==> config.mk <==
export PLATFORM = sky130hd
export DESIGN_NAME = accc_ctl
export DESIGN_NICKNAME = d
export VERILOG_FILES = /design/src/accc_pkg.sv /design/src/accc_ctl.sv /design/src/accc_fifo.sv
export VERILOG_INCLUDE_DIRS = /design/src
export SDC_FILE = /design/constraint.sdc
export NUM_CORES = 1
export LEC_CHECK = 0
export ABC_AREA = 1
export BUFFER_PORTS_ARGS = -buffer_cell sky130_fd_sc_hd__buf_2
export CORE_ASPECT_RATIO = 1.25
export CORE_UTILIZATION = 60
export DETAILED_ROUTE_END_ITERATION = 7
export PLACE_DENSITY = 0.77
export SETUP_SLACK_MARGIN = 0.05
export SKIP_LAST_GASP = 1
export SYNTH_ARGS = -nofsm -noshare
export SYNTH_HDL_FRONTEND = slang
export SYNTH_SLANG_ARGS = --single-unit
==> constraint.sdc <==
create_clock -name clk -period 3.4 [get_ports clk]
set_input_delay 0.68 -clock clk [delete_from_list [all_inputs] [get_ports clk]]
set_output_delay 0.68 -clock clk [all_outputs]
set_load 0.02 [all_outputs]
==> src/accc_defs.svh <==
`ifndef ACCC_DEFS_SVH
`define ACCC_DEFS_SVH

// Conversion timing in system clock cycles
`define ACCC_FIRST_CONV_CYC   13'd5129
`define ACCC_POWERUP_CYC      13'd40
`define ACCC_NEXT_CONV_CYC    13'd256
// Result layout
`define ACCC_RESULT_W         13
`define ACCC_LOW_PAD_W        3
// Reference level code meaning internal reference disabled
`define ACCC_REF_OFF_CODE     2'h0
// Result FIFO
`define ACCC_FIFO_DEPTH       32
`define ACCC_FIFO_AW          5

`endif

==> src/accc_pkg.sv <==
package accc_pkg;

	// Control fields written together in one register write
	typedef struct packed {
		logic [3:0] input_select;
		logic       continuous_select;
		logic       ref_output_enable;
		logic       ref_level_low_bit;
		logic       conversion_run;
	} accc_ctl0_t;

	// Result bytes as seen by software
	typedef struct packed {
		logic [7:0] result_high_byte;
		logic [7:0] result_low_byte;
	} accc_result_t;

	typedef enum logic [1:0] {
		ACCC_IDLE    = 2'b00,
		ACCC_POWERUP = 2'b01,
		ACCC_FIRST   = 2'b10,
		ACCC_CONTINUOUS_SELECT    = 2'b11
	} accc_state_t;

endpackage

==> src/accc_ctl.sv <==
`timescale 1ns/1ns
`include "accc_defs.svh"

// Operation
// - All control register zero fields are taken together from one write strobe.
// - Four-bit input select is routed to the analog multiplexer.
// - Continuous select set repeats conversions back to back.
// - Reference level is a two-bit code split across two control registers.
// - Writing run bit one starts conversions with current settings.
// - First conversion takes 5129 cycles, plus 40 when power-up needed.
// - First completion clears run bit; it stays clear during continuous.
// - Interrupt request on first completion and every later one.
// - Later results follow every 256 cycles while continuous selected.
// - 13-bit result goes to high byte and low byte bits 7:3.
// - Clearing continuous select ends continuous conversion.
// - Disabled converter raises no new interrupts; pending one stays.
module accc_ctl #(
	parameter int FIFO_DEPTH = `ACCC_FIFO_DEPTH
) (
	input  wire logic                      clk,
	input  wire logic                      srst,
	input  wire logic                      ctl0_wr,
	input  wire accc_pkg::accc_ctl0_t      ctl0_wdata,
	input  wire logic                      ctl1_wr,
	input  wire logic                      ref_level_high_bit_in,
	input  wire logic [`ACCC_RESULT_W-1:0] conv_sample,
	input  wire logic                      irq_taken,
	output accc_pkg::accc_ctl0_t           ctl0_rdata,
	output logic                           ref_level_high_bit,
	output logic      [3:0]                analog_select,
	output logic                           ref_pin_drive,
	output logic      [1:0]                ref_level,
	output logic                           conv_power,
	output logic                           irq_req,
	output accc_pkg::accc_result_t         result,
	output logic                           result_valid,
	input  wire logic                      result_ready,
	output logic                           busy
);
	accc_pkg::accc_ctl0_t  ctl0_r;
	logic                  refh_r;
	accc_pkg::accc_state_t state_r;
	logic [12:0]           cnt_r;
	logic                  irq_r;
	logic                  powered_r;
	logic                  done;
	logic                  fifo_in_ready;
	accc_pkg::accc_result_t sample_fmt;
	logic                  converting;
	logic                  start_req;
	logic [12:0]           smp_s1_r;
	logic [12:0]           smp_s2_r;
	logic [12:0]           smp_s3_r;
	logic [12:0]           smp_r;
	logic [12:0]           gap_r;
	logic [12:0]           since_start_r;
	logic                  cold_start_r;
	logic                  stalled_r;

	assign ctl0_rdata         = ctl0_r;
	assign ref_level_high_bit = refh_r;
	assign analog_select      = ctl0_r.input_select;
	assign ref_level          = {refh_r, ctl0_r.ref_level_low_bit};
	assign ref_pin_drive      = ctl0_r.ref_output_enable;
	assign conv_power         = (state_r != accc_pkg::ACCC_IDLE);
	assign irq_req            = irq_r;
	assign busy               = conv_power;
	// Result layout with low pad bits zero
	assign sample_fmt = {smp_r, `ACCC_LOW_PAD_W'(0)};
	// A conversion is in progress; its counter runs, or holds at one while the buffer is full
	assign converting = (state_r == accc_pkg::ACCC_FIRST) || (state_r == accc_pkg::ACCC_CONTINUOUS_SELECT);
	// A completion occurs when the conversion counter expires and the result buffer has room
	assign done = converting && (cnt_r == 13'd1) && fifo_in_ready;
	// A run write that finds the sequencer idle
	assign start_req = (state_r == accc_pkg::ACCC_IDLE) && ctl0_wr && ctl0_wdata.conversion_run;

	// Control register zero: all fields in one write; hardware clears run
	always_ff @(posedge clk) begin
		if (srst) begin
			ctl0_r <= '0;
		end else if (ctl0_wr) begin
			ctl0_r <= ctl0_wdata;
		end else if (done && state_r == accc_pkg::ACCC_FIRST) begin
			ctl0_r.conversion_run <= 1'b0;
		end
	end

	// Control/status register one: reference level high bit
	always_ff @(posedge clk) begin
		if (srst) begin
			refh_r <= 1'b0;
		end else if (ctl1_wr) begin
			refh_r <= ref_level_high_bit_in;
		end
	end

	// Tracks whether converter was busy in the previous cycle with the reference level not off
	always_ff @(posedge clk) begin
		if (srst) begin
			powered_r <= 1'b0;
		end else begin
			powered_r <= (state_r != accc_pkg::ACCC_IDLE) && (ref_level != `ACCC_REF_OFF_CODE);
		end
	end

	// Conversion sequencer
	always_ff @(posedge clk) begin
		if (srst) begin
			state_r <= accc_pkg::ACCC_IDLE;
			cnt_r   <= '0;
		end else begin
			case (state_r)
				accc_pkg::ACCC_IDLE: begin
					if (ctl0_wr && ctl0_wdata.conversion_run) begin
						if (!powered_r) begin
							state_r <= accc_pkg::ACCC_POWERUP;
							cnt_r   <= `ACCC_POWERUP_CYC;
						end else begin
							state_r <= accc_pkg::ACCC_FIRST;
							cnt_r   <= `ACCC_FIRST_CONV_CYC;
						end
					end
				end
				accc_pkg::ACCC_POWERUP: begin
					if (cnt_r == 13'd1) begin
						state_r <= accc_pkg::ACCC_FIRST;
						cnt_r   <= `ACCC_FIRST_CONV_CYC;
					end else begin
						cnt_r <= cnt_r - 13'd1;
					end
				end
				accc_pkg::ACCC_FIRST, accc_pkg::ACCC_CONTINUOUS_SELECT: begin
					if (done) begin
						if (ctl0_r.continuous_select) begin
							state_r <= accc_pkg::ACCC_CONTINUOUS_SELECT;
							cnt_r   <= `ACCC_NEXT_CONV_CYC;
						end else begin
							state_r <= accc_pkg::ACCC_IDLE;
							cnt_r   <= '0;
						end
					end else if (cnt_r != 13'd1) begin
						cnt_r <= cnt_r - 13'd1;
					end
				end
				default: begin
					state_r <= accc_pkg::ACCC_IDLE;
					cnt_r   <= '0;
				end
			endcase
		end
	end

	// Completion interrupt: set wins over acknowledge, kept while idle
	always_ff @(posedge clk) begin
		if (srst) begin
			irq_r <= 1'b0;
		end else if (done) begin
			irq_r <= 1'b1;
		end else if (irq_taken) begin
			irq_r <= 1'b0;
		end
	end

	// Converter word passes three stages before use
	always_ff @(posedge clk) begin
		if (srst) begin
			smp_s1_r <= '0;
			smp_s2_r <= '0;
			smp_s3_r <= '0;
		end else begin
			smp_s1_r <= conv_sample;
			smp_s2_r <= smp_s1_r;
			smp_s3_r <= smp_s2_r;
		end
	end

	// Word is taken once the last two stages agree, so bit skew never leaks
	always_ff @(posedge clk) begin
		if (srst) begin
			smp_r <= '0;
		end else if (smp_s2_r == smp_s3_r) begin
			smp_r <= smp_s3_r;
		end
	end

	// Check helper: cycles since the last completion, saturating
	always_ff @(posedge clk) begin
		if (srst) begin
			gap_r <= '0;
		end else if (done) begin
			gap_r <= 13'd1;
		end else if (gap_r != 13'h1fff) begin
			gap_r <= gap_r + 13'd1;
		end
	end

	// Check helper: cycles since the run write that left idle
	always_ff @(posedge clk) begin
		if (srst) begin
			since_start_r <= '0;
			cold_start_r  <= 1'b0;
		end else if (start_req) begin
			since_start_r <= 13'd1;
			cold_start_r  <= !powered_r;
		end else if (since_start_r != 13'h1fff) begin
			since_start_r <= since_start_r + 13'd1;
		end
	end

	// Check helper: a completion held back by a full buffer
	always_ff @(posedge clk) begin
		if (srst) begin
			stalled_r <= 1'b0;
		end else if (done) begin
			stalled_r <= 1'b0;
		end else if (converting && cnt_r == 13'd1 && !fifo_in_ready) begin
			stalled_r <= 1'b1;
		end
	end

	// Result buffer; full stalls the sequencer
	accc_fifo #(
		.WIDTH (16),
		.DEPTH (FIFO_DEPTH),
		.AW    (`ACCC_FIFO_AW)
	) u_fifo (
		.clk       (clk),
		.srst      (srst),
		.in_data   (sample_fmt),
		.in_valid  (done),
		.in_ready  (fifo_in_ready),
		.out_data  (result),
		.out_valid (result_valid),
		.out_ready (result_ready)
	);

	// Assertions
	first_len_a: assert property (@(posedge clk) disable iff (srst)
		$rose(state_r == accc_pkg::ACCC_FIRST) |-> cnt_r == `ACCC_FIRST_CONV_CYC)
		else $error("first conversion length wrong");
	run_clear_a: assert property (@(posedge clk) disable iff (srst)
		(done && state_r == accc_pkg::ACCC_FIRST && !ctl0_wr) |=> !ctl0_r.conversion_run)
		else $error("run bit not cleared");
	irq_set_a: assert property (@(posedge clk) disable iff (srst)
		done |=> irq_r)
		else $error("no interrupt on completion");
	next_len_a: assert property (@(posedge clk) disable iff (srst)
		(done && ctl0_r.continuous_select) |=> cnt_r == `ACCC_NEXT_CONV_CYC)
		else $error("continuous period wrong");
	continuous_select_end_a: assert property (@(posedge clk) disable iff (srst)
		(done && !ctl0_r.continuous_select) |=> state_r == accc_pkg::ACCC_IDLE)
		else $error("conversion did not stop");
	idle_irq_a: assert property (@(posedge clk) disable iff (srst)
		(state_r == accc_pkg::ACCC_IDLE && !irq_r) |=> !irq_r)
		else $error("interrupt raised while idle");
	pwr_up_a: assert property (@(posedge clk) disable iff (srst)
		(state_r == accc_pkg::ACCC_IDLE && ctl0_wr && ctl0_wdata.conversion_run && powered_r)
		|=> state_r == accc_pkg::ACCC_FIRST)
		else $error("power-up added needlessly");
	ctl_take_a: assert property (@(posedge clk) disable iff (srst)
		ctl0_wr |=> ctl0_r == $past(ctl0_wdata))
		else $error("control fields not applied together");
	ref_code_a: assert property (@(posedge clk) disable iff (srst)
		ctl1_wr |=> ref_level[1] == $past(ref_level_high_bit_in))
		else $error("reference high bit wrong");
	// Timing seen from outside the counter, then counter load, range and stall hold checks
	first_abs_a: assert property (@(posedge clk) disable iff (srst)
		(done && state_r == accc_pkg::ACCC_FIRST && !stalled_r && cold_start_r)
		|-> since_start_r == `ACCC_FIRST_CONV_CYC + `ACCC_POWERUP_CYC)
		else $error("first conversion length wrong after power-up");

	warm_abs_a: assert property (@(posedge clk) disable iff (srst)
		(done && state_r == accc_pkg::ACCC_FIRST && !stalled_r && !cold_start_r)
		|-> since_start_r == `ACCC_FIRST_CONV_CYC)
		else $error("warm start took power-up time");

	gap_exact_a: assert property (@(posedge clk) disable iff (srst)
		(done && state_r == accc_pkg::ACCC_CONTINUOUS_SELECT && !stalled_r) |-> gap_r == `ACCC_NEXT_CONV_CYC)
		else $error("result spacing wrong");

	pwr_len_a: assert property (@(posedge clk) disable iff (srst)
		$rose(state_r == accc_pkg::ACCC_POWERUP) |-> cnt_r == `ACCC_POWERUP_CYC)
		else $error("power-up length wrong");

	cnt_bound_a: assert property (@(posedge clk) disable iff (srst)
		converting |-> (cnt_r != 13'd0) && (cnt_r <= `ACCC_FIRST_CONV_CYC))
		else $error("conversion counter out of range");

	stall_hold_a: assert property (@(posedge clk) disable iff (srst)
		(converting && cnt_r == 13'd1 && !fifo_in_ready)
		|=> (state_r == $past(state_r)) && (cnt_r == 13'd1))
		else $error("sequencer moved while buffer full");

	// Register, routing, sequencing and interrupt hold checks
	sel_route_a: assert property (@(posedge clk) disable iff (srst)
		ctl0_wr |=> analog_select == $past(ctl0_wdata.input_select))
		else $error("input select not routed");

	ref_pin_a: assert property (@(posedge clk) disable iff (srst)
		ctl0_wr |=> ref_pin_drive == $past(ctl0_wdata.ref_output_enable))
		else $error("reference pin drive wrong");

	ref_low_a: assert property (@(posedge clk) disable iff (srst)
		ctl0_wr |=> ref_level[0] == $past(ctl0_wdata.ref_level_low_bit))
		else $error("reference low bit wrong");

	start_a: assert property (@(posedge clk) disable iff (srst)
		start_req |=> state_r != accc_pkg::ACCC_IDLE)
		else $error("run write did not start");

	continuous_select_go_a: assert property (@(posedge clk) disable iff (srst)
		(done && ctl0_r.continuous_select) |=> state_r == accc_pkg::ACCC_CONTINUOUS_SELECT)
		else $error("continuous conversion did not repeat");

	run_stay_a: assert property (@(posedge clk) disable iff (srst)
		(state_r == accc_pkg::ACCC_CONTINUOUS_SELECT && !ctl0_r.conversion_run && !ctl0_wr)
		|=> !ctl0_r.conversion_run)
		else $error("run bit set again during continuous");

	irq_hold_a: assert property (@(posedge clk) disable iff (srst)
		(irq_r && !irq_taken) |=> irq_r)
		else $error("pending interrupt lost");

	// Result layout and converter word
	res_high_a: assert property (@(posedge clk) disable iff (srst)
		done |-> sample_fmt.result_high_byte == smp_r[12:5])
		else $error("result high byte misplaced");

	res_low_a: assert property (@(posedge clk) disable iff (srst)
		done |-> sample_fmt.result_low_byte == {smp_r[4:0], 3'h0})
		else $error("result low byte misplaced");

	smp_settle_a: assert property (@(posedge clk) disable iff (srst)
		(smp_s2_r == smp_s3_r) |=> smp_r == $past(smp_s3_r))
		else $error("settled converter word not taken");

	// Coverage of the main scenarios
	cov_first_c: cover property (@(posedge clk) disable iff (srst)
		done && state_r == accc_pkg::ACCC_FIRST);
	cov_continuous_select_c: cover property (@(posedge clk) disable iff (srst)
		done && state_r == accc_pkg::ACCC_CONTINUOUS_SELECT);
	cov_full_c: cover property (@(posedge clk) disable iff (srst) !fifo_in_ready);
	cov_warm_c: cover property (@(posedge clk) disable iff (srst)
		start_req && powered_r);
	cov_stop_c: cover property (@(posedge clk) disable iff (srst)
		done && state_r == accc_pkg::ACCC_CONTINUOUS_SELECT && !ctl0_r.continuous_select);
endmodule

==> src/accc_fifo.sv <==
`timescale 1ns/1ns
`include "accc_defs.svh"

module accc_fifo #(
	parameter int WIDTH = 16,
	parameter int DEPTH = `ACCC_FIFO_DEPTH,
	parameter int AW    = `ACCC_FIFO_AW
) (
	input  wire logic             clk,
	input  wire logic             srst,
	input  wire logic [WIDTH-1:0] in_data,
	input  wire logic             in_valid,
	output logic                  in_ready,
	output logic      [WIDTH-1:0] out_data,
	output logic                  out_valid,
	input  wire logic             out_ready
);
	logic [WIDTH-1:0] mem [DEPTH];
	logic [AW-1:0]    wr_r;
	logic [AW-1:0]    rd_r;
	logic [AW:0]      cnt_r;
	logic             push;
	logic             pop;

	// Honest full and empty from the fill count
	assign in_ready  = (cnt_r != (AW+1)'(DEPTH)) ? 1'b1 : 1'b0;
	assign out_valid = (cnt_r != '0);
	assign push      = in_valid && in_ready;
	assign pop       = out_valid && out_ready;
	assign out_data  = mem[rd_r];

	// Storage
	always_ff @(posedge clk) begin
		if (push) begin
			mem[wr_r] <= in_data;
		end
	end

	// Pointers and count
	always_ff @(posedge clk) begin
		if (srst) begin
			wr_r  <= '0;
			rd_r  <= '0;
			cnt_r <= '0;
		end else begin
			if (push) begin
				wr_r <= (wr_r == AW'(DEPTH - 1)) ? '0 : wr_r + 1'b1;
			end
			if (pop) begin
				rd_r <= (rd_r == AW'(DEPTH - 1)) ? '0 : rd_r + 1'b1;
			end
			cnt_r <= cnt_r + (AW+1)'(push) - (AW+1)'(pop);
		end
	end
endmodule

Word level (Yosys, flattened, before mapping):

Memory sizes are Yosys's and may differ from the RTL's. A register that Yosys moved wholly into a read port is not among the register bits.
Cells that the tools add are included.

* flip-flop bits (word level): 94
* memory bits (writable): 416
* bits of input ports: 28
* output and inout port bits: 36
* logic and storage cells: 77
* memories kept: 1

Memory list
* u_fifo.mem: words 32, width 13, rd ports 1, clocked after Yosys merged registers in 1, wr ports 1, RTL line accc_fifo.sv:18 `logic [WIDTH-1:0] mem [DEPTH];`

* add/subtract/negate cells: 5
* equality and inequality tests: 13
* mux-type cells: 24
* reductions and logical operators: 17

Operator list (number)
* 13-bit two-way mux: 5
* 13-bit case mux with 3 select lines: 1
* 5-bit two-way mux: 4
* 13-bit by 1-bit == test with 1-bit output, second input constant: 1
* 13-bit == test: 1
* 13-bit by 1-bit inequality test with 1-bit output, second input constant: 1
* 13-bit by 1-bit subtractor with 13-bit output, second input constant: 1
* 5-bit by 1-bit adder with 5-bit output, second input constant: 2
* 5-bit == test, second input constant: 2
* 2-bit two-way mux: 5
* 9-bit two-way mux: 1
* 2-bit nonzero test: 4
* 1-bit logical AND: 7
* 1-bit two-way mux: 7
* 6-bit by 1-bit adder with 6-bit output: 1
* 6-bit inequality test, second input constant: 1
* 2-bit case mux with 3 select lines: 1
* 6-bit nonzero test: 1
* 6-bit by 1-bit subtractor with 6-bit output: 1
* 2-bit == test, second input constant: 2
* 2-bit inequality test, second input constant: 2
* 3-bit inequality test, second input constant: 1
* 3-bit AND reduction: 1
* 2-bit by 1-bit == test with 1-bit output, second input constant: 1
* 5 further kinds: 5

Depth between registers and ports, before layout:

Gate-level depths: netlist of run 1.

* depth in word-level cells: 7
* depth in mapped cells: 16
* gate-level depth less buffers: 16

Cells and area by module:

From an unflattened synthesis of run 1, not the netlist that was laid out.

* cell total of the unflattened synthesis: 2327
* area total of the unflattened synthesis: 25169.1 sq um

Modules (own cells, without submodules)
* accc_fifo: times used 1, cells each 1903, area an instance 22008.6 sq um, sequential area each 15795.1 sq um
* accc_ctl: times used 1, cells each 424, area an instance 3160.5 sq um, sequential area each 1561.5 sq um

Least setup slack after synthesis of run 1:

Ideal clock, no wire load.

* kind: reg2reg
* from: register cnt_r[1]
* to: memory u_fifo.mem[3][0] in the netlist's numbering (enable)
* library setup time: 400 ps
* arrival: 2092 ps
* required time: 3000 ps
* slack: 908 ps
* stages on the path, launching flop included: 9
* buffers on the path: 0
* clock period less this slack: 2492 ps
* cell sequence: dfxtp_1 > inv_1 > ha_1 > nand2_1 > nor2_2 > nand4_1 > inv_2 > nand3_1 > nor3_1

* word-level cells in the longest chain between the ends: 6

RTL lines
* from (decl): RTL line accc_ctl.sv:43 `logic [12:0] cnt_r;`
* from (signal assigned): RTL line accc_ctl.sv:117 `` cnt_r <= `ACCC_POWERUP_CYC; ``
* from (signal assigned): RTL line accc_ctl.sv:120 `` cnt_r <= `ACCC_FIRST_CONV_CYC; ``
* from (signal assigned): RTL line accc_ctl.sv:127 `` cnt_r <= `ACCC_FIRST_CONV_CYC; ``
* 13-bit by 1-bit == test with 1-bit output
* 1-bit logical AND
* 1-bit logical AND: RTL line accc_ctl.sv:73 `assign done = converting && (cnt_r == 13'd1) && fifo_in_ready;`
* 1-bit logical AND: RTL line accc_fifo.sv:28 `assign push = in_valid && in_ready;`
* 1-bit two-way mux: RTL line accc_fifo.sv:34 `if (push) begin`
* 1-bit two-way mux (not written as such): RTL line accc_fifo.sv:35 `mem[wr_r] <= in_data;`
* to (decl): RTL line accc_fifo.sv:18

Every way passes these cells.

==> results of run 1 <==
==> final timing paths <==
kind	end	cells past startpoint
worst min register to register	smp_s2_r[5]	2
worst max register to register	u_fifo.cnt_r[4]	15
worst min-delay path	ref_level_high_bit	2
worst max-delay path	result[12]	8
==> logic make-up after synthesis <==
logic type                 Yosys count  share of synthesized area (%)
DFF                                515                           68.4
adders and majority gates           19                           1.16
AOI/OAI and AO/OA                  273                           7.09
buffers and inverters              218                           4.74
xor gates and xnor gates            11                          0.455
and+or+nand+nor                    950                           18.2
other                                1                         0.0177
==> where the power goes <==
group / internal (mW) / leakage, nW / switching (mW) / total (mW)
logic: 1.22 / 3.80 / 2.65 / 3.87
registers: 7.04 / 4.93 / 0.181 / 7.22
clock network: 3.36 / 0.839 / 2.26 / 5.62
==> metal layers <==
layer | up-vias | global-route usage (%)
met5 | - | 0
met4 | 2 | 14.7
met3 | 141 | 3.63
met2 | 672 | 46.7
met1 | 6971 | 32.7
li1 | 6899 | -
==> what timing repair did <==
action,in CTS,in global routing
setup endpoints to repair,3,12
hold buffers,0,0
gates resized for setup,1,13
buffers inserted,0,0
gates cloned,0,2
endpoints found under the hold margin,0,0
==> through the flow <==
stage / area, um2 / setup slack [ns] / util [%]
finish: 24000 / 0.0856 / 69.3
detailed placement: 22200 / 0.610 / 64.1
CTS: 23900 / 0.0504 / 68.9
global placement: 22200 / 0.658 / 64.1
floorplan: 21200 / 0.908 / -
global route: 24000 / 0.0194 / 69.3
==> area by class of cell <==
class	count	area, um2	area share (%)
clock inverters	27	310	1.29
well taps	468	586	2.44
repair buffers	140	1090	4.55
flip-flops and latches	515	14500	60.4
clock buffers	62	1370	5.69
inverters	104	410	1.71
multi-input cells	1256	5740	23.9
==> placed cells by master, fill, tap and decap left out, types with 2 or more instances in the layout <==
master     instances
buf_4             66
nand3b_1           8
dfxtp_1           97
buf_16             3
clkinv_1           9
xor2_1             7
clkinv_2           8
bufinv_16          7
o31ai_1           49
inv_1             98
nor3_1             4
nand2_1          532
nor2_2             4
buf_12             7
a21oi_1          139
dfxtp_4            2
inv_2              4
buf_6              2
clkbuf_8           9
clkbuf_1           4
nand4_1            8
o31ai_2            2
inv_6              3
conb_1             3
edfxtp_1         416
o21ai_0           78
nor3_2             5
a31oi_1            2
ha_1              18
nand3_1          135
nor2_1           248
xnor2_1            4
buf_2             60
clkbuf_16         51
==> flip-flops by register name, indices dropped and copies added (netlist names), named ones only <==
| name | count |
|---|---|
| state_r | 2 |
| smp_s3_r | 13 |
| ref_level_high_bit | 1 |
| u_fifo.wr_r | 5 |
| cnt_r | 13 |
| u_fifo.rd_r | 5 |
| ref_pin_drive | 1 |
| smp_r | 13 |
| ctl0_rdata | 3 |
| analog_select | 4 |
| u_fifo.cnt_r | 6 |
| u_fifo.mem | 416 |
| smp_s1_r | 13 |
| smp_s2_r | 13 |
| irq_req | 1 |
| powered_r | 1 |
==> results.cfg, run 1 <==
[status]
status = complete, no violations

[final_layout]
layoutNonFillerInstCount = 2572
nFillCells = 2465
drive_gt1_share_pct = 11.5
finalNetCount = 2112
num_antenna_cells = 0
area_delta_synth_final_pct = 13.3

[placement]
dp_cells = 2481
gp_congestion = 0.859
port_buffers = 60
dp_hpwl_um = 27800

[clock_network]
cts-htree-levels = 2
clk_pin_slew_ns = 0.06
cts_made_buffers = 48
cts_root_buffer = clkbuf_16
cts_tree = built
clock_path_buffers = 3
cts_sinks = 515
clock_latency_ns = 0.57

[detailed_routing]
met1Wirelength_um = 18100
dr_wl_met2_um = 24600
dr_wl_met3_um = 3500
vias = 14685
drt_iter0_drc = 1428
ant_nets = 0
drc_errors = 0
wirelength_um = 48900
routed_via_density = 5.71
top_layer = met5
drtPass1Iterations = 6
wire_per_inst_um = 19.0

[setup_path]
crit_path_end_kind = primary output
crit_path_cell_trace = clkbuf_16, o21ai_0, nor2_1, o31ai_1, nand2_1, nand2_1, nand2_1, buf_2
cp_num_buf_inv = 2
critPathSlowestCell = o31ai_1
worst_ep_arrival_time_ns = 2.63
max_stage_delay_ns = 0.57
r2r_slack_ns = 0.73
startpoint_type = flop
r2r_start = u_fifo.cnt_r[2]
critPathMostFrequentCell = nand2_1
cp.required_ns = 2.72
crit_path_max_fanout = 78
path_delay_family = compound AO/OA/AOI/OAI gates
path_class = flop to primary output

[worst_hold_path]
hp-start = ctl1_wr
hold_class = primary input to flop

[yosys]
synth_area_per_cell_um2 = 10.7
synth_cell_type_count = 35
synth.most_common_cell = nand2_1
ys_seq_elements = 515
ys_seq_area_share_pct = 68.4
syn_area_um2 = 21200
yosys-top-cells-count = nand2_1 (532), edfxtp_1 (416), nor2_1 (248), a21oi_1 (140), nand3_1 (135)
synth_top_area_cell = edfxtp_1
async_reset_ff_share_pct = 0
synth.top_cell.area_share_pct = 59.0
synth_ff_type = edfxtp_1
netlist_instances = 1987
synth_area_leaders = edfxtp_1 (59%), nand2_1 (9.4%), dfxtp_1 (9.4%)
yosysWarnings = 0
synth-edff-count = 416

[grt]
grt_pass1_wl_um = 73900
grt.overflow.total = 0
antenna_found_initial = 1
grt_pass1_vias = 14030
track_usage_pct = 27.0
grt_max_degree = 157

[floorplanning]
die_h_um = 212
core_um2 = 34600
dieArea_um2 = 36000
ioPinCount = 64
start_util_pct = 61.2
num_rows = 76
die_x_um = 170

[timing]
finalSetupTns_ns = 0
fin_crit_ns = 3.31
finClkSkew_ns = 0.0166
min_period_over_period_pct = 97.5
max-slew-margin-rel_pct = 15.9
drv_slew = 0
finalHoldViolations = 0
finalSetupViolCount = 0
rsz0062_at_grt = true
hold_slack_ns = 0.299
max_freq_mhz = 302
worst_pin_slew_ns = 1.26

[pwr]
power_mw = 16.7
peakVddDrop_uv = 498
power.density_nw_per_um2 = 697
leakage_nw = 9.57

[run]
max-cap-violations = 0
Power figures use the tool's default switching activity.
==> run 2: changes to the inputs <==
- BUFFER_PORTS_ARGS: -buffer_cell sky130_fd_sc_hd__buf_2 -> -buffer_cell sky130_fd_sc_hd__buf_4
==> run 2 against run 1 <==
The flow now finishes with violations (max-capacitance violations). Non-clock buffer count rose by 1. Combinational power rose by 2%. Fmax fell by 0.38%. Global-route usage rose by 0.87 points. Utilization did not move. Worst hold slack improved by 0.0036 ns. Largest power group unchanged.
==> results.cfg, run 2 (synthesis results as in run 1) <==
[grt]
track_usage_pct = 27.9
grt_pass1_vias = 14467
grt_max_degree = 68
grt_pass1_wl_um = 76300
antenna_found_initial = 0
grt.overflow.total = 0

[final_layout]
largest_register_ffs = 416
num_antenna_cells = 0
drive_gt1_share_pct = 11.1
area_delta_synth_final_pct = 13.3
final_util_pct = 69.3
final_common_cell = nand2_1
finalNetCount = 2113
layout_common_cells = nand2_1 (532), edfxtp_1 (416), nor2_1 (248), a21oi_1 (140), nand3_1 (135)
regMostFlops = u_fifo.mem

[detailed_routing]
dr_wl_met2_um = 25400
vias = 14795
wirelength_um = 49800
drc_errors = 0
wire_per_inst_um = 19.4
dr_wl_met3_um = 3770
drtPass1Iterations = 6
met1Wirelength_um = 18300
ant_nets = 0
routed_via_density = 5.75
top_layer = met4
drt_iter0_drc = 1714

[timing]
finalSetupViolCount = 0
max-slew-margin-rel_pct = 0.150
finClkSkew_ns = 0.0233
rsz0062_at_grt = true
worst_pin_slew_ns = 1.50
finalHoldViolations = 0
max_freq_mhz = 301
finalSetupTns_ns = 0
drv_slew = 0
fin_crit_ns = 3.33
min_period_over_period_pct = 97.9

[placement]
gp_congestion = 0.845
port_buffers = 60
dp_hpwl_um = 28900

[floorplanning]
die_h_um = 212
ioPinCount = 64
num_rows = 76
dieArea_um2 = 36000
core_um2 = 34600
start_util_pct = 61.2
die_x_um = 170

[setup_path]
max_stage_delay_ns = 0.40
critPathSlowestCell = dfxtp_4
startpoint_type = flop
cp.required_ns = 2.72
worst_ep_arrival_time_ns = 2.65
crit_path_max_fanout = 48
critPathMostFrequentCell = nand2_1
path_class = flop to primary output
crit_path_end_kind = primary output
crit_path_cell_trace = buf_4, bufbuf_16, o21ai_0, nor2_1, o31ai_1, nand2_1, nand2_1, nand2_1, buf_4

[clock_network]
cts_root_buffer = clkbuf_16
cts_made_buffers = 48
cts-htree-levels = 2
cts_tree = built
clk_pin_slew_ns = 0.06
cts_sinks = 515
clock_path_buffers = 3
clock_latency_ns = 0.57
holdBufCountCts = 0

[status]
status = finished with violations
violations = max-capacitance violations

[pwr]
peakVddDrop_uv = 598
leakage_nw = 9.54
power.density_nw_per_um2 = 691

[run]
max-cap-violations = 1

[worst_hold_path]
hold_class = primary input to flop
-- run 2: stage by stage --
step | setup WS (ns) | area, um2 | hold WS, ns | std cells | total power, mW
2_1_floorplan | 0.908 | 21200 | 0.388 | 1989 | 9.96
3_3_place_gp | 0.551 | 22300 | 0.391 | 2477 | 11.0
3_5_place_dp | 0.505 | 22300 | 0.394 | 2477 | 11.1
4_1_cts | 0.0382 | 23900 | 0.285 | 2566 | 16.5
5_1_grt | 0.0343 | 24000 | 0.297 | 2571 | 17.3
6_report | 0.0729 | 24000 | 0.302 | 2571 | 16.6
-- run 2: layout make-up --
class	instances	area, um2
Timing Repair Buffer	141	1210
Fill cell	2491	10600
Multi-Input combinational cell	1256	5720
Clock inverter	28	263
Clock buffer	59	1330
Inverter	104	395
Sequential cell	515	14500
Tap cell	468	586
-- run 2: repair_timing --
item,CTS,global route
gates resized for setup,1,4
setup buffers,1,4
endpoints found under the hold margin,0,0
pin swaps,0,0
cloned,1,1
setup endpoints to repair,7,10
-- run 2: final timing paths --
check	start	endpoint	slack (ns)	cells after the start
setup / recovery	flop	result[12]	0.07	9
hold / removal	ctl1_wr	ref_level_high_bit	0.30	2
setup reg to reg	cnt_r[0]	u_fifo.mem[21][5]	0.71	8
hold reg to reg	smp_s1_r[1]	smp_s2_r[1]	0.40	2
-- run 2: worst max-delay path, delay by kind of cell, from the launching register on --
kind            cells  cell delay, ns
buf+inv             3            0.71
simple gates        4            0.45
compound gates      2            0.51
flops               1            0.40
-- run 2: per-layer routing --
| layer | GRT usage [%] | vias up |
|---|---|---|
| met5 | 0 | - |
| met4 | 14.5 | 0 |
| met3 | 3.57 | 138 |
| met2 | 48.8 | 732 |
| met1 | 33.7 | 7032 |
| li1 | - | 6893 |
-- run 2: report_power, final --
part | internal, mW | leakage, nW | switching (mW)
Combinational | 1.30 | 3.82 | 2.65
Sequential | 7.04 | 4.93 | 0.216
Clock | 3.14 | 0.785 | 2.24
Total | 11.5 | 9.54 | 5.10
==> run 3: changes to the inputs <==
- ABC_AREA: 1 -> not set
==> run 3 against run 2 <==
The run ends with design-rule violations left. Power fell by 8.9%. First-iteration DRC count shrank 42%. Sequential share of layout area is 2.8 points higher. Largest cell class unchanged.
==> results.cfg, run 3 <==
[yosys]
synth.most_common_cell = edfxtp_1
synth_area_per_cell_um2 = 18.1
synth-edff-count = 416
synth.top_cell.area_share_pct = 62.3
synth_area_leaders = edfxtp_1 (62%), mux4_2 (12%), dfxtp_1 (9.9%)
synth_top_area_cell = edfxtp_1
synth_cell_type_count = 62
netlist_instances = 1107
ys_seq_area_share_pct = 72.2
yosysWarnings = 0
yosys-top-cells-count = edfxtp_1 (416), mux4_2 (104), dfxtp_1 (99), nor2_1 (74), mux2i_1 (73)
syn_area_um2 = 20100
ys_seq_elements = 515
synth_ff_type = edfxtp_1
async_reset_ff_share_pct = 0

[pwr]
swShare_pct = 25.4
p_comb_share_pct = 18.6
intPower_mw = 11.3
power.density_nw_per_um2 = 658
p_clk_share_pct = 34.9
peakVddDrop_uv = 436
p_switching_mw = 3.83
leakage_nw = 7.80
seqPwrFrac_pct = 46.6
power_mw = 15.1

[setup_path]
cp.required_ns = 2.72
startpoint_type = flop
crit_path_end_kind = primary output
crit_path_cell_trace = buf_12, buf_16, mux4_2, mux2i_1, a22o_1, a221oi_1, buf_4
path_delay_family = compound AO/OA/AOI/OAI gates
crit_path_max_fanout = 18
critPathSlowestCell = a221oi_1
cp_num_buf_inv = 3
path_class = flop to primary output
worst_ep_arrival_time_ns = 2.62
max_stage_delay_ns = 0.42

[grt]
grt_pass1_vias = 10346
track_usage_pct = 25.8
grt.overflow.total = 0
grt_max_degree = 63
antenna_found_initial = 0
grt_pass1_wl_um = 62800

[clock_network]
cts-htree-levels = 2
clk_pin_slew_ns = 0.06
clock_path_buffers = 3
cts_sinks = 515
holdBufCountCts = 0
cts_tree = built
clock_latency_ns = 0.56
cts_root_buffer = clkbuf_16
cts_made_buffers = 47

[placement]
dp_hpwl_um = 25100
port_buffers = 60
gp_congestion = 0.844

[timing]
worst_pin_slew_ns = 1.35
finClkSkew_ns = 0.0210
drv_slew = 0
max_freq_mhz = 303
finalHoldViolations = 0
finalSetupTns_ns = 0
hold_slack_ns = 0.337
finalSetupViolCount = 0
min_period_over_period_pct = 97.1
rsz0062_at_grt = true
max-slew-margin-rel_pct = 9.83
fin_crit_ns = 3.30

[detailed_routing]
wire_per_inst_um = 25.7
ant_nets = 0
wirelength_um = 43000
routed_via_density = 6.24
drt_iter0_drc = 987
vias = 10422
drc_errors = 6
drtPass1Iterations = 7

[floorplanning]
die_h_um = 206
ioPinCount = 64
start_util_pct = 61.2
num_rows = 74
dieArea_um2 = 34200
core_um2 = 32800
die_x_um = 166

[final_layout]
largest_register_ffs = 416
num_antenna_cells = 0
drive_gt1_share_pct = 25.5
finalNetCount = 1266
area_delta_synth_final_pct = 14.3
final_common_cell = edfxtp_1
regMostFlops = u_fifo.mem
nFillCells = 2067
layout_common_cells = edfxtp_1 (416), buf_4 (114), mux4_2 (104), dfxtp_1 (96), nor2_1 (74)

[run]
max-cap-violations = 0

[worst_hold_path]
hold_class = primary input to flop

[status]
violations = design-rule violations
status = finished with violations
run 3: worst paths after layout:
kind                      to  slack [ns]  cells after the start      startpoint
max               result[13]         0.1                      7            flop
min              smp_s1_r[1]        0.34                      2  conv_sample[1]
max reg2reg  u_fifo.cnt_r[4]        0.68                     13        cnt_r[0]
min reg2reg     smp_s2_r[11]        0.43                      1    smp_s1_r[11]
run 3: cells by family (layout without fill, tap and decap cells):
kind of cell | count (synthesis) | count (layout) | synth area share [%]
simple gates | 203 | 203 | 5.28
buf+inv | 84 | 228 | 2.05
fa+ha+maj | 19 | 19 | 1.22
mux | 177 | 177 | 15.3
flops | 515 | 515 | 72.2
compound gates | 90 | 90 | 3.17
other cells | 1 | 3 | 0.0187
xor+xnor | 18 | 18 | 0.786
run 3: timing repair:
item,4_1_cts,5_1_grt
pin swaps,0,1
gates resized for setup,3,8
setup buffers,2,3
cloned,1,1
endpoints found under the setup margin,13,11
run 3: layer usage:
metal  wire, um  track usage [%]  vias up
met5          0                0        -
met3       3070             4.05      102
met1      16200             32.5     5256
li1           -                -     4568
met4       1740             10.5        0
met2      22000             44.4      496
run 3: power groups by stage:
stage	clock network (mW)	logic [mW]	registers (mW)
final	5.27	2.80	7.03
after CTS	5.33	2.74	7.03
after detailed placement	0	2.66	7.18
after floorplan	0	1.99	7.11
after global placement	0	2.59	7.16
after global routing	5.56	3.02	7.05
run 3: per-stage QoR:
stage | area (um2) | worst slack, ns | utilization (%) | instances
2_1_floorplan | 20100 | 0.731 | - | 1109
3_3_place_gp | 21200 | 0.507 | 64.8 | 1581
3_5_place_dp | 21200 | 0.461 | 64.8 | 1581
4_1_cts | 22800 | 0.0182 | 69.7 | 1667
5_1_grt | 22900 | 0.0267 | 70.0 | 1671
6_report | 22900 | 0.0982 | 70.0 | 1671
run 3: final cells by class:
type                    instances  area, um2  share of cell area [%]
clock inverters                26        284                    1.24
well taps                     418        523                    2.28
inverters                      18       67.6                   0.295
clock buffers                  57       1240                    5.42
repair buffers                127       1120                    4.89
multi-input cells             510       5210                    22.7
flip-flops and latches        515      14500                    63.2
